--- config.mk ---
export PLATFORM = sky130hd
export DESIGN_NAME = adc_result_ctl
export DESIGN_NICKNAME = d
export VERILOG_FILES = /design/src/include/adc_ctl_pkg.sv /design/src/core/adc_clk_div.sv /design/src/core/adc_result_ctl.sv
export VERILOG_INCLUDE_DIRS = /design/src /design/src/include
export SDC_FILE = /design/constraint.sdc
export NUM_CORES = 1
export LEC_CHECK = 0
export ABC_AREA = 1
export BUFFER_PORTS_ARGS = -buffer_cell sky130_fd_sc_hd__clkbuf_2
export CAP_MARGIN = 10
export CORE_MARGIN = 2
export CORE_UTILIZATION = 40
export DETAILED_ROUTE_END_ITERATION = 8
export PLACE_DENSITY = 0.65
export SYNTH_ARGS = -nofsm -noshare
export SYNTH_HDL_FRONTEND = slang
export SYNTH_HIERARCHICAL = 1
export SYNTH_SLANG_ARGS = --single-unit
--- constraint.sdc ---
create_clock -name mclk -period 2.2 [get_ports mclk]
set_input_delay 0.22 -clock mclk [delete_from_list [all_inputs] [get_ports mclk]]
set_output_delay 0.22 -clock mclk [all_outputs]
set_load 0.05 [all_outputs]
--- src/include/adc_ctl_params.svh ---
`ifndef ADC_CTL_PARAMS_SVH
`define ADC_CTL_PARAMS_SVH

// converter geometry
`define RES_W 10
`define FULL_SCALE 10'h3FF
`define BIP_MIN 10'h200
`define BIP_MAX 10'h1FF
// conversion lengths in converter clock cycles
`define CONV_NORMAL 5'd13
`define CONV_FIRST 5'd25
// default prescale divide of mclk to converter clock
`define PRESCALE_DIV 8'd64
// signature row addresses of the trims
`define SIG_ADDR_GAIN 8'h05
`define SIG_ADDR_OFFSET 8'h03
// signature access window in mclk cycles after arming
`define SIG_WINDOW 2'd3
// temperature sensor channel select code
`define CH_TEMP 5'h0B

`endif

--- src/include/adc_ctl_pkg.sv ---
package adc_ctl_pkg;

  typedef enum logic [1:0] {
    ST_IDLE = 2'b00,
    ST_CONV = 2'b01,
    ST_DONE = 2'b11
  } conv_state_e;

  // settings latched at conversion start
  typedef struct packed {
    logic [4:0] inputSelect;
    logic bipolar;
  } conv_cfg_s;

  // result path to the user side
  typedef struct packed {
    logic [7:0] lowByte;
    logic [7:0] highByte;
  } result_bytes_s;

endpackage

--- src/core/adc_clk_div.sv ---
`timescale 1ns/10ps
`include "adc_ctl_params.svh"

// prescaler: one-cycle enable at mclk/divide, held in reset while disabled
module adc_clk_div #(
  parameter logic [7:0] DIV = `PRESCALE_DIV
) (
  input wire logic mclk,  // system clock
  input wire logic rst_n, // async reset
  input wire logic run,   // counts only while set
  output logic tick       // converter clock enable pulse
);

  typedef struct packed {
    logic [7:0] cnt;
    logic tick;
  } div_state_s;

  div_state_s st_r;
  div_state_s st_nxt;

  // count and emit a pulse when the count wraps
  always_comb begin
    st_nxt = st_r;
    st_nxt.tick = 1'b0;
    if (!run) begin
      st_nxt.cnt = 8'h00;
    end else if (st_r.cnt == DIV - 8'h01) begin
      st_nxt.cnt = 8'h00;
      st_nxt.tick = 1'b1;
    end else begin
      st_nxt.cnt = st_r.cnt + 8'h01;
    end
  end

  // state register
  always_ff @(posedge mclk or negedge rst_n) begin
    if (!rst_n) begin
      st_r <= '0;
    end else begin
      st_r <= st_nxt;
    end
  end

  assign tick = st_r.tick;

endmodule

--- src/core/adc_result_ctl.sv ---
`timescale 1ns/10ps
`include "adc_ctl_params.svh"
module adc_result_ctl #(
  parameter logic [7:0] PRESCALE = `PRESCALE_DIV, // mclk cycles per converter clock
  parameter logic [7:0] TRIM_GAIN = 8'h80,        // factory gain trim, arbitrary default
  parameter logic [7:0] TRIM_OFFSET = 8'h00       // factory offset trim, arbitrary default
) (
  input wire logic mclk,                     // 200 MHz clock
  input wire logic rst_n,                    // async reset, active low
  input wire logic converterEnable,          // converter on
  input wire logic startWrite,               // pulse: software writes one to start bit
  input wire logic freeRunning,              // auto restart mode
  input wire logic intEnable,                // completion interrupt enable
  input wire logic doneFlagClear,            // pulse: software clears done flag
  input wire logic [4:0] inputSelect,        // channel and gain code
  input wire logic bipolarInputSelect,       // bipolar differential mode
  input wire logic leftAdjustSelect,         // left adjust result
  input wire logic cpuHalted,                // CPU halted in sleep
  input wire logic noiseSleep,               // sleep mode is idle or noise reduction
  input wire logic lowByteRead,              // pulse: low result byte read
  input wire logic highByteRead,             // pulse: high result byte read
  input wire logic [9:0] sarRaw,             // raw analog code, async
  input wire logic sarOver,                  // input above range, async
  input wire logic sarUnder,                 // difference negative, async
  input wire logic sigArm,                   // pulse: signature select and enable written together
  input wire logic sigLoad,                  // pulse: program memory load
  input wire logic [7:0] sigAddr,            // signature row address
  output logic conversionStartBit,           // reads as start bit, high while busy
  output logic conversionDoneFlag,           // sticky done flag
  output logic completeIrq,                  // completion interrupt request level
  output logic [7:0] resultLowByte,          // low result byte
  output logic [7:0] resultHighByte,         // high result byte
  output logic [4:0] activeSelect,           // selection driving the analog mux
  output logic selfProgramEnable,            // busy during signature access
  output logic [7:0] sigData,                // returned trim byte
  output logic sigValid                      // pulse: sigData valid
);

  // ----------------------------------------
  // state
  // ----------------------------------------
  typedef struct packed {
    adc_ctl_pkg::conv_state_e state;
    adc_ctl_pkg::conv_cfg_s cfg;
    logic [4:0] cycles;
    logic firstDone;
    logic startBit;
    logic doneFlag;
    logic irq;
    logic sleepArmed;
    logic blocked;
    logic [9:0] result;
    logic [7:0] lowOut;
    logic [7:0] highOut;
    logic self_program_enable;
    logic [1:0] sigWin;
    logic [7:0] sigData;
    logic sigValid;
  } ctl_state_s;

  ctl_state_s st_r;
  ctl_state_s st_nxt;
  logic tick;
  // synchroniser stages, over-range bit on top of the code
  logic [10:0] rawSync1_r;
  logic [10:0] rawSync2_r;
  logic underSync1_r;
  logic underSync2_r;
  // formatted view of the analog code and of the stored result
  logic [9:0] coded;
  logic differential;
  adc_ctl_pkg::result_bytes_s bytes;

  // ----------------------------------------
  // converter clock enable
  // ----------------------------------------
  // prescaler restarts from zero whenever the converter is switched off
  adc_clk_div #(
    .DIV(PRESCALE)
  ) u_div (
    .mclk(mclk),
    .rst_n(rst_n),
    .run(converterEnable),
    .tick(tick)
  );

  // ----------------------------------------
  // analog input synchronisers
  // ----------------------------------------
  // two stages; the converter holds the raw code steady long before it is used
  always_ff @(posedge mclk or negedge rst_n) begin
    if (!rst_n) begin
      rawSync1_r <= '0;
      rawSync2_r <= '0;
      underSync1_r <= 1'b0;
      underSync2_r <= 1'b0;
    end else begin
      rawSync1_r <= {sarOver, sarRaw};
      rawSync2_r <= rawSync1_r;
      underSync1_r <= sarUnder;
      underSync2_r <= underSync1_r;
    end
  end

  // ----------------------------------------
  // result coding
  // ----------------------------------------
  // bit four of the selection marks a differential pair
  assign differential = st_r.cfg.inputSelect[4];

  // encode per conversion type
  always_comb begin
    coded = rawSync2_r[9:0];
    if (!differential) begin
      // single-ended: over range pins at full scale
      if (rawSync2_r[10]) begin
        coded = `FULL_SCALE;
      end
    end else if (!st_r.cfg.bipolar) begin
      // unipolar differential: a negative difference clamps to zero
      if (underSync2_r) begin
        coded = 10'h000;
      end else if (rawSync2_r[10]) begin
        coded = `FULL_SCALE;
      end
    end else if (rawSync2_r[10]) begin
      // bipolar: over range goes to the end code matching the sign
      coded = underSync2_r ? `BIP_MIN : `BIP_MAX;
    end
  end

  // byte placement, adjust applies immediately
  // the sign bit lands in high byte bit one, or bit seven when left adjusted
  always_comb begin
    if (leftAdjustSelect) begin
      bytes.highByte = st_r.result[9:2];
      bytes.lowByte = {st_r.result[1:0], 6'h00};
    end else begin
      bytes.highByte = {6'h00, st_r.result[9:8]};
      bytes.lowByte = st_r.result[7:0];
    end
  end

  // ----------------------------------------
  // control
  // ----------------------------------------
  always_comb begin
    // hold by default; the trim strobe falls back to zero
    st_nxt = st_r;
    st_nxt.sigValid = 1'b0;
    st_nxt.lowOut = bytes.lowByte;
    st_nxt.highOut = bytes.highByte;
    // sticky flag, set beats clear below
    if (doneFlagClear) begin
      st_nxt.doneFlag = 1'b0;
    end

    // a start write is ignored while the converter is off
    if (startWrite && converterEnable) begin
      st_nxt.startBit = 1'b1;
    end

    // noise canceler arm, enabled only while noiseSleep marks idle or noise reduction sleep
    // one shot per halt, so a finished sleep conversion does not start another
    if (converterEnable && st_r.state == adc_ctl_pkg::ST_IDLE && !st_r.startBit && !freeRunning && intEnable &&
        noiseSleep && cpuHalted && !st_r.sleepArmed) begin
      st_nxt.startBit = 1'b1;
      st_nxt.sleepArmed = 1'b1;
    end
    // the one shot rearms once the CPU runs and no conversion is in flight
    if (!cpuHalted && st_r.state == adc_ctl_pkg::ST_IDLE) begin
      st_nxt.sleepArmed = 1'b0;
    end

    // a low byte read locks both bytes; it wins over a release in the same cycle
    if (highByteRead) begin
      st_nxt.blocked = 1'b0;
    end
    if (lowByteRead) begin
      st_nxt.blocked = 1'b1;
    end

    // conversion sequencer on converter clock
    // switching off drops any conversion and makes the next one a long first conversion
    if (!converterEnable) begin
      st_nxt.state = adc_ctl_pkg::ST_IDLE;
      st_nxt.startBit = 1'b0;
      st_nxt.firstDone = 1'b0;
      st_nxt.cfg.inputSelect = inputSelect;
      st_nxt.cfg.bipolar = bipolarInputSelect;
    end else if (tick) begin
      unique case (st_r.state)
        adc_ctl_pkg::ST_IDLE: begin
          // selection follows freely until start
          st_nxt.cfg.inputSelect = inputSelect;
          st_nxt.cfg.bipolar = bipolarInputSelect;
          if (st_r.startBit) begin
            // the first conversion after enable needs the long count to settle the analog side
            st_nxt.state = adc_ctl_pkg::ST_CONV;
            st_nxt.cycles = st_r.firstDone ? `CONV_NORMAL - 5'd1 : `CONV_FIRST - 5'd1;
          end
        end
        adc_ctl_pkg::ST_CONV: begin
          // count down; the last tick hands over to the completion state
          if (st_r.cycles == 5'd1) begin
            st_nxt.state = adc_ctl_pkg::ST_DONE;
          end
          st_nxt.cycles = st_r.cycles - 5'd1;
        end
        adc_ctl_pkg::ST_DONE: begin
          // completion: store unless blocked, flag always, irq only when intEnable is set
          if (!st_r.blocked && !lowByteRead) begin
            st_nxt.result = coded;
          end
          st_nxt.doneFlag = 1'b1;
          st_nxt.firstDone = 1'b1;
          // next conversion samples the selection present now
          st_nxt.cfg.inputSelect = inputSelect;
          st_nxt.cfg.bipolar = bipolarInputSelect;
          if (freeRunning) begin
            st_nxt.state = adc_ctl_pkg::ST_CONV;
            st_nxt.cycles = `CONV_NORMAL - 5'd1;
          end else begin
            st_nxt.state = adc_ctl_pkg::ST_IDLE;
            st_nxt.startBit = 1'b0;
          end
        end
        default: begin
          // the unused state code recovers to idle
          st_nxt.state = adc_ctl_pkg::ST_IDLE;
        end
      endcase
    end

    // interrupt request regardless of what woke the CPU
    st_nxt.irq = st_nxt.doneFlag && intEnable;

    // signature row access
    // arming opens a three-cycle window; a load inside it returns the trim byte
    if (sigArm && !st_r.self_program_enable) begin
      st_nxt.self_program_enable = 1'b1;
      st_nxt.sigWin = `SIG_WINDOW;
    end else if (st_r.self_program_enable) begin
      if (sigLoad) begin
        st_nxt.self_program_enable = 1'b0;
        st_nxt.sigValid = 1'b1;
        st_nxt.sigData = (sigAddr == `SIG_ADDR_GAIN) ? TRIM_GAIN :
                         (sigAddr == `SIG_ADDR_OFFSET) ? TRIM_OFFSET : 8'h00;
      end else if (st_r.sigWin == 2'd1) begin
        // no load arrived, the window closes by itself
        st_nxt.self_program_enable = 1'b0;
      end
      st_nxt.sigWin = st_r.sigWin - 2'd1;
    end
  end

  // ----------------------------------------
  // state register
  // ----------------------------------------
  // one register for the whole control state; reset clears every field
  always_ff @(posedge mclk or negedge rst_n) begin
    if (!rst_n) begin
      st_r <= '0;
    end else begin
      st_r <= st_nxt;
    end
  end

  // ----------------------------------------
  // outputs
  // ----------------------------------------
  // every output is a register field, no logic after the flops
  assign conversionStartBit = st_r.startBit;
  assign conversionDoneFlag = st_r.doneFlag;
  assign completeIrq = st_r.irq;
  assign resultLowByte = st_r.lowOut;
  assign resultHighByte = st_r.highOut;
  assign activeSelect = st_r.cfg.inputSelect;
  assign selfProgramEnable = st_r.self_program_enable;
  assign sigData = st_r.sigData;
  assign sigValid = st_r.sigValid;

endmodule

# Yosys cells after proc, flatten, opt, wreduce, memory -nomap -nowiden
# Index checks and enable logic that the tools add are counted.
[classes] n_addsub=3 n_eq_ne=13 muxes=40 bitwise_logic=1 n_reduce_logical=31
[op_table] cell="two-way mux 10 bit" n=6
[op_table] cell="two-way mux 16 bit" n=2
[op_table] cell="two-way mux 8 bit" n=4
[op_table] cell="two-way mux 1 bit" n=15
[op_table] cell="two-way mux 5 bit" n=3
[op_table] cell="case mux 5 bit (3 select lines)" n=1
[op_table] cell="logical AND 1 bit" n=12
[op_table] cell="two-way mux 12 bit" n=1
[op_table] cell="two-way mux 9 bit" n=1
[op_table] cell="adder 8 x 1 -> 8 bit, second input constant" n=1
[op_table] cell="== test 8 x 3 -> 1 bit, second input constant" n=1
[op_table] cell="== test 8 x 6 -> 1 bit, second input constant" n=1
[op_table] cell="logical NOT 1 bit" n=7
[op_table] cell="two-way mux 2 bit" n=3
[op_table] cell="two-way mux 3 bit" n=2
[op_table] cell="two-way mux 6 bit" n=1
[op_table] cell="inequality test 2 bit, second input constant" n=3
[op_table] cell="inequality test 3 bit, second input constant" n=2
[op_table] cell="case mux 2 bit (3 select lines)" n=1
[op_table] cell="AND reduction 3 bit" n=2
[op_table] cell="nonzero test 2 bit" n=3
[op_table] cell="== test 5 x 1 -> 1 bit, second input constant" n=1
[op_table] cell="AND reduction 5 bit" n=1
[op_table] cell="subtractor 5 x 1 -> 5 bit, second input constant" n=1
[op_table] cell="10 further kinds" n=13
[word_totals] register_bits=90 input_bits=40 out_inout_bits=34 word_cells=111

# Longest topological paths before layout
# Gate-level depths: netlist (run 1).
[depth] word_depth=14 depth_mapped=8 mapped_depth_nobuf=8

# Cells and area by module
# The synthesis (run 1) kept the hierarchy.
[modules_own_cells] mod="adc_result_ctl" n_inst=1 cells_each=315 area_each_um2=3080.5 seq_area_each_um2=1851.8
[modules_own_cells] mod="adc_clk_div" n_inst=1 cells_each=53 area_each_um2=444.2 seq_area_each_um2=225.2

# Worst setup path before layout (run 1)
# Ideal clock, no wire load.
[synth_timing] path_type="reg2reg" startpoint="register st_r[55] (netlist bit)" endpoint="register st_r, in the netlist activeSelect[0]" setup_ns=0.126 arrival_time_ns=1.250 required_time_ns=2.074 slack_ns=0.824 stages_incl_launch_ff=6 n_path_buf=1 period_less_slack_ns=1.376 cell_sequence="dfrtp_1 inv_1 ha_1 o21ai_0 buf_2 o21ai_0"
[synth_via] elab_chain_cells=4 elab_cells_between_ends=5 classes_between="2 x eq/ne; 3 x reduce/logical"
[synth_lines] element="from (decl)" line_no="adc_result_ctl.sv:61" source="ctl_state_s st_r;"
[synth_lines] element="from (signal assigned)" line_no="adc_result_ctl.sv:265" source="st_r <= st_nxt;"
[synth_lines] element="== test 2 bit or logical NOT 2 bit (tied branches)" line_no="adc_result_ctl.sv:192" source="unique case (st_r.state)"
[synth_lines] element="OR reduction 2 bit (no source line) (*)"
[synth_lines] element="inequality test 2 bit (no source line) (*)"
[synth_lines] element="AND reduction 2 bit (no source line) (*)"
# Every way passes the cells marked *; elsewhere a longest branch is shown, timed or not.
# A chain may end at the register's enable or synchronous reset.

# Worst setup path after layout (run 1)
[layout_timing] startpoint="register st_r[55] (netlist bit)" endpoint="register st_r[47] (netlist bit)"
[layout_via] elab_chain_cells=3 elab_cells_between_ends=8 classes_between="4 x eq/ne; 1 x mux; 3 x reduce/logical"
[layout_lines] element="== test 2 bit (tied with other cells)" line_no="adc_result_ctl.sv:192"
[layout_lines] element="inequality test 2 bit (no source line) or nonzero test 3 bit (tied branches)"
[layout_lines] element="AND reduction 5 bit (no source line)"
# Several ways; a longest one is shown, not always the timed one.

==> metrics.txt, run 1 <==
status finished, final reports clean; vias in the first global route 2366; nature of the critical path endpoint flip-flop; Routed Antenna Nets 0; Avg Vias per Cell 4.29; CTS tree done; antenna violations before repair 0; largest cells by area after synthesis dfrtp_1 59%, nand2_1 7.2%, buf_4 6.2%; reg2reg setup slack 770 ps; GR Overflow Total 0; Die Wd 97.9 um; pwr dens 765 nW/um^2; min-delay src highByteRead; fill count 827; clk_lat worst skew 350 ps; Ant. Diodes 0; first-pass GRT wire length 10.7 mm; register bit total from synthesis 83; worst path required time 2430 ps; nets 481; CP startpoint kind flip-flop; First-pass DRT Iterations 4; CTS buffer count 9; Root Driver clkbuf_8; most frequent cell after synthesis dfrtp_1; Total Routing Usage GR 13.8%; reg2reg path depth 7; Die H 97.9 um; Final period util 64.9%; Avg WL per Cell 10.6 um; die area 9580 um^2; placed cell areas 3810 um^2; Reg clk slew, reported paths 80 ps; clock sinks 83; Worst VDD drop 0.442 mV; Top FF cell, synth dfrtp_1; Row Count 34; routability-driven placement congestion ratio 0.793; Final Cell Area 4150 um^2; Post-synth top cells 83 x dfrtp_1, 68 x nand2_1, 49 x inv_1; Post-Syn Area 3520 um^2; CTS Buffer Depth 2; top cell type's share of synthesized area 58.9%; Initial Utilization 40.8%; pin count of the biggest net entering global routing 51; Max Slew Vio Count 0; DR DRC count 0; Max Clock Freq 700 MHz; Setup Viol. Count Final 0; Seq/Total Area, Yosys 58.9%; total negative setup slack 0 ps; EDFF count, synth 0; RSZ-0062 raised after global routing no; Layout Area Growth over Synthesis 17.6%; number of placed I/O pins 74; share of cells above drive strength 1 24.9%; CTS resizes 0; fin crit period 1430 ps; Critical Path Start st_r[55]$_DFFE_PN0P_; Hold EP st_r[38]$_DFFE_PN0P_; Cell variety after synth 26; RR Endpoint st_r[47]$_DFFE_PN0P_; final hold violations 0; crit path DAT 1660 ps; Avg Cell Area, Syn 9.58 um^2; routed via count 2341; Leakage 2.20 nW; DP HPWL 4.12 mm; Hold Path Cell Cnt 2; I/O Buffers 66; Post-synth ARST share 100%; YS warnings 6; Synth area leader dfrtp_1; WS Path Type reg -> reg; FF-to-FF Start st_r[55]$_DFFE_PN0P_; Synth Instances 368; max cap viols 0; final WL 5.77 mm; Finished Core Util 48.0%; Final Skew 10.7 ps; Detailed Route Iter0 Violations 79; Core ar. 8640 um^2; CTS H-tree depth 3; Hold Crit Class in -> reg; critical path peak fanout 9
-- critical path, stage by stage, from the launching register on --
cell	delay, ps
dfrtp_1	430
ha_1	320
nand2_1	120
nand2_1	90
nor2_4	170
nand2_1	70
nand2_1	60
nand3_1	60
-- repair_timing --
action                     CTS  global route
hold endpoints to repair    45             0
hold buffers                13             0
setup buffers                0             0
setup endpoints to repair    0             0
-- area by class of cell --
cell class	count	area [um^2]	share of cell area, %
clock buffers	10	138	3.32
flip-flops and latches	83	2080	50.1
well taps	108	135	3.26
multi-input cells	206	1040	25.1
repair buffers	81	490	11.8
clock inverters	6	71.3	1.72
inverters	52	195	4.71
-- layout by cell type, fill, tap and decap left out, types with 2 or more instances in the layout --
cell type,count
ha_1,8
nor2_2,3
nor2_4,2
nor3_1,4
buf_4,2
nor2_1,43
nand2_4,2
conb_1,7
clkbuf_8,10
nand2_1,68
dlygate4sd3_1,13
clkbuf_2,65
o21ai_0,23
inv_1,49
inv_2,2
nand3_1,15
o21ai_2,9
a21oi_1,12
nand2_2,4
dfrtp_1,83
-- state kept, by name, indices dropped and copies added (netlist names), 5 cells and up --
register	flops
u_div/st_r	8
rawSync1_r	11
rawSync2_r	11
resultLowByte	8
st_r	23
resultHighByte	8
activeSelect	5
-- stage by stage --
step / hold WS, ps / total power, mW / setup slack (ps) / cells
2_1_floorplan: -75.6 / 1.95 / 824 / 374
3_3_place_gp: 197 / 2.04 / 819 / 517
3_5_place_dp: 200 / 2.06 / 770 / 517
4_1_cts: 47.9 / 3.22 / 755 / 546
5_1_grt: 82.1 / 3.34 / 594 / 546
6_report: 64.6 / 3.17 / 772 / 546
-- routing by layer --
metal / part of all wire (%) / GRT usage (%)
met5: 0 / 0
met4: 1.9 / 6.73
met3: 3.9 / 2.86
met2: 47 / 21.8
met1: 47 / 18.3
-- cell families (layout without fill, tap and decap cells) --
family | Yosys count | count (layout) | share of synthesized area [%]
other | 1 | 7 | 0.106
AO/OA/AOI/OAI | 45 | 45 | 7.42
adder cells (fa/ha/maj) | 8 | 8 | 2.84
AND/OR/NAND/NOR | 145 | 145 | 18.2
flip-flops | 83 | 83 | 58.9
XOR/XNOR | 1 | 1 | 0.249
buffers and inverters | 85 | 149 | 12.2
-- report_power, final --
part / leakage, nW / internal [mW] / switching (mW)
clock network: 0.105 / 0.567 / 0.565
logic: 1.04 / 0.115 / 0.276
registers: 1.05 / 1.60 / 0.0445
total: 2.20 / 2.29 / 0.885
-- worst max-delay path by stage --
stage | to | slack, ps
2_1_floorplan | activeSelect[0]$_DFFE_PN0P_ | 820
3_3_place_gp | st_r[47]$_DFFE_PN0P_ | 820
3_5_place_dp | st_r[47]$_DFFE_PN0P_ | 770
4_1_cts | st_r[47]$_DFFE_PN0P_ | 750
5_1_grt | st_r[46]$_DFFE_PN0P_ | 590
6_report | st_r[47]$_DFFE_PN0P_ | 770
Note: power is estimated with default switching activity, not from simulation.
==> inputs of run 2 (changes only) <==
Settings changed: ABC_AREA 1 to 0, PLACE_DENSITY 0.65 to 0.68.
Clock period 2.2 ns to 1.25 ns, I/O delays scaled along.
==> metrics.txt, run 2 <==
status complete, but fails checks (was finished, final reports clean); violated checks setup timing; Hold Path Cell Cnt 2 (unchanged); Layout Area Growth over Synthesis 42.5% (was 17.6%); FF-to-FF Start st_r[56]$_DFFE_PN0P_ (was st_r[55]$_DFFE_PN0P_); pin count of the biggest net entering global routing 46 (was 51); min-delay src inputSelect[4] (was highByteRead); antenna violations before repair 0 (unchanged); CTS tree done (unchanged); Seq/Total Area, Yosys 61.2% (was 58.9%); Pwr Total 5.67 mW (was 3.17 mW); vias in the first global route 2406 (was 2366); CTS Buffer Depth 2 (unchanged); Hold Crit Class in -> reg (unchanged); Final Skew 13.3 ps (was 10.7 ps); first-pass GRT wire length 11.1 mm (was 10.7 mm); Core ar. 8220 um^2 (was 8640 um^2); pwr dens 1170 nW/um^2 (was 765 nW/um^2); crit-path leading delay family simple AND/OR/NAND/NOR gates (unchanged); Final period util 148% (was 64.9%); Logic pwr share 15.2% (was 12.3%); most frequent cell after synthesis dfrtp_1 (unchanged); commonest non-fill, non-tap cell in the layout dfrtp_1 (unchanged); internal power 4.14 mW (was 2.29 mW); Detailed Route Iter0 Violations 56 (was 79); most frequent cells in the layout 81 x dfrtp_1, 62 x clkbuf_2, 30 x buf_4, 20 x dlygate4sd3_1, 19 x buf_6 (was 83 x dfrtp_1, 68 x nand2_1, 65 x clkbuf_2, 49 x inv_1, 43 x nor2_1); routed via count 2436 (was 2341); Initial Utilization 41.3% (was 40.8%); nets 455 (was 481); First-pass DRT Iterations 4 (unchanged); Routed Antenna Nets 0 (unchanged); largest cells by area after synthesis dfrtp_1 61%, buf_4 6.6%, o21ai_0 4.3% (was dfrtp_1 59%, nand2_1 7.2%, buf_4 6.2%); max cap viols 0 (unchanged); Post-synth top cells 83 x dfrtp_1, 30 x buf_4, 29 x o21ai_0 (was 83 x dfrtp_1, 68 x nand2_1, 49 x inv_1); CP startpoint kind flip-flop (unchanged); CTS buffer count 9 (unchanged); Crit path buffers/inverters 0 (unchanged); placed cell areas 3970 um^2 (was 3810 um^2); YS warnings 6 (unchanged); Reg clk slew, reported paths 80 ps (about the same); reg2reg path depth 5 (was 7); Synth area leader dfrtp_1 (unchanged); Critical Path Start st_r[56]$_DFFE_PN0P_ (was st_r[55]$_DFFE_PN0P_); final hold violations 0 (unchanged); Biggest register st_r (unchanged); worst path required time 1540 ps (was 2430 ps); number of placed I/O pins 74 (unchanged); Finished Core Util 58.8% (was 48.0%); Avg Vias per Cell 4.71 (was 4.29); DR DRC count 0 (unchanged); CP max-delay cell or4_4 (was dfrtp_1); crit path cell chain ha_2, nor2b_4, or4_4, or4_1, nand3_1 (was ha_1, nand2_1, nand2_1, nor2_4, nand2_1, nand2_1, nand3_1); share of cells above drive strength 1 46.4% (was 24.9%); Leakage 2.30 nW (was 2.20 nW); Worst VDD drop 1.01 mV (was 0.442 mV); routability-driven placement congestion ratio 0.800 (was 0.793); Die H 96.1 um (was 97.9 um); clk_lat worst skew 350 ps (about the same); critical path peak fanout 4 (was 9); RR Endpoint st_r[48]$_DFFE_PN0P_ (was st_r[47]$_DFFE_PN0P_); nature of the critical path endpoint flip-flop (unchanged); largest stage delay on the critical path 480 ps (was 430 ps); non-filler cells, final 517 (was 546); pre-CTS setup slack -558 ps (was 770 ps); Post-synth ARST share 100% (unchanged); DP HPWL 4.34 mm (was 4.12 mm); Total Routing Usage GR 15.9% (was 13.8%); EDFF count, synth 0 (unchanged); Top FF cell, synth dfrtp_1 (unchanged); Cell variety after synth 44 (was 26); reg2reg setup slack -600 ps (was 770 ps); Post-Syn Area 3390 um^2 (was 3520 um^2); CTS H-tree depth 3 (unchanged); top cell type's share of synthesized area 61.2% (was 58.9%); die area 9230 um^2 (was 9580 um^2); register bit total from synthesis 83 (unchanged); Avg Cell Area, Syn 11.7 um^2 (was 9.58 um^2); GR Overflow Total 0 (unchanged); Reg power frac 51.1% (was 52.0%); Max Slew Vio Count 0 (unchanged); Max Clock Freq 542 MHz (was 700 MHz); Largest regs st_r (23), rawSync1_r (11), rawSync2_r (11) (unchanged); Row Count 33 (was 34); fin crit period 1850 ps (was 1430 ps); Root Driver clkbuf_8 (unchanged); WS Path Type reg -> reg (unchanged); I/O Buffers 66 (unchanged); crit path DAT 2130 ps (was 1660 ps); Clk pwr share 33.7% (was 35.7%); Placed Instances 463 (was 517); Final WS setup -596 ps (was 772 ps); Die Wd 96.1 um (was 97.9 um); Setup Viol. Count Final 28 (was 0); final WL 6.87 mm (was 5.77 mm); Hold EP activeSelect[4]$_DFFE_PN0P_ (was st_r[38]$_DFFE_PN0P_); Avg WL per Cell 13.3 um (was 10.6 um); Final Cell Area 4830 um^2 (was 4150 um^2); Ant. Diodes 0 (unchanged); Sw Share 27.0% (was 27.9%); Largest register FFs 23 (unchanged); clock sinks 83 (unchanged); Psw 1.53 mW (was 0.885 mW); RSZ-0062 raised after global routing yes (was no); Synth Instances 290 (was 368)
## run 2: cell count changes after synthesis, moves of 9 or more
| cell | delta |
|---|---|
| nor2b_1 | +11 |
| o21ai_2 | -9 |
| inv_1 | -36 |
| and2_1 | +12 |
| nand2_1 | -45 |
| mux2_2 | +10 |
| nor2_1 | -36 |
| nand3_1 | -9 |
## run 2: kinds of logic after synthesis
| kind of cell | synth area share (%) |
|---|---|
| XOR/XNOR | 0.775 |
| AND/OR/NAND/NOR | 13.5 |
| buffers and inverters | 8.78 |
| flip-flops | 61.2 |
| multiplexers | 3.61 |
| adder cells (fa/ha/maj) | 2.95 |
| other | 0.111 |
| AO/OA/AOI/OAI | 9.00 |
## run 2: how the worst max path moves through the flow
stage / to / slack [ps] / cells past startpoint
after global routing: st_r[48]$_DFFE_PN0P_ / -650 / 5
after global placement: st_r[48]$_DFFE_PN0P_ / -520 / 6
after floorplan: st_r[48]$_DFFE_PN0P_ / -530 / 6
after CTS: st_r[48]$_DFFE_PN0P_ / -530 / 5
after detailed placement: st_r[48]$_DFFE_PN0P_ / -560 / 6
final: st_r[48]$_DFFE_PN0P_ / -600 / 5
## run 2: power by group through the flow
| stage | combinational, mW | sequential, mW | clock [mW] |
|---|---|---|---|
| floorplan | 0.386 | 2.99 | 0 |
| finish | 0.863 | 2.90 | 1.91 |
| detailed placement | 0.680 | 2.94 | 0 |
| global route | 0.948 | 2.92 | 2.10 |
| global placement | 0.662 | 2.94 | 0 |
| CTS | 0.805 | 2.89 | 1.98 |
## run 2: metrics by stage
stage          hold slack, ps  setup TNS [ps]
2_1_floorplan            -171           -4900
3_3_place_gp            -3.29           -7690
3_5_place_dp            -1.87           -8280
4_1_cts                  2.36           -8190
5_1_grt                  4.88           -8740
6_report                 6.58           -7110
## run 2: what timing repair did
| action | CTS | global route |
|---|---|---|
| gates cloned | 3 | 0 |
| resized for setup | 57 | 31 |
| pin swaps | 19 | 17 |
| setup endpoints to repair | 31 | 37 |
| hold buffers | 20 | 0 |
| setup buffers | 8 | 9 |
| hold endpoints to repair | 102 | 0 |
## run 2: cell type report
type / instances / area [um^2]
Sequential cell: 83 / 2080
Multi-Input combinational cell: 164 / 1350
Clock inverter: 6 / 72.6
Timing Repair Buffer: 136 / 1020
Inverter: 13 / 48.8
Clock buffer: 10 / 128
Fill cell: 629 / 3380
Tap cell: 105 / 131
## run 2: metal layers
| metal | global-route usage (%) | share of wire [%] |
|---|---|---|
| met5 | 0 | 0 |
| met2 | 25.8 | 50 |
| met1 | 20.4 | 43 |
| met3 | 2.58 | 4.4 |
| met4 | 8.21 | 2.3 |
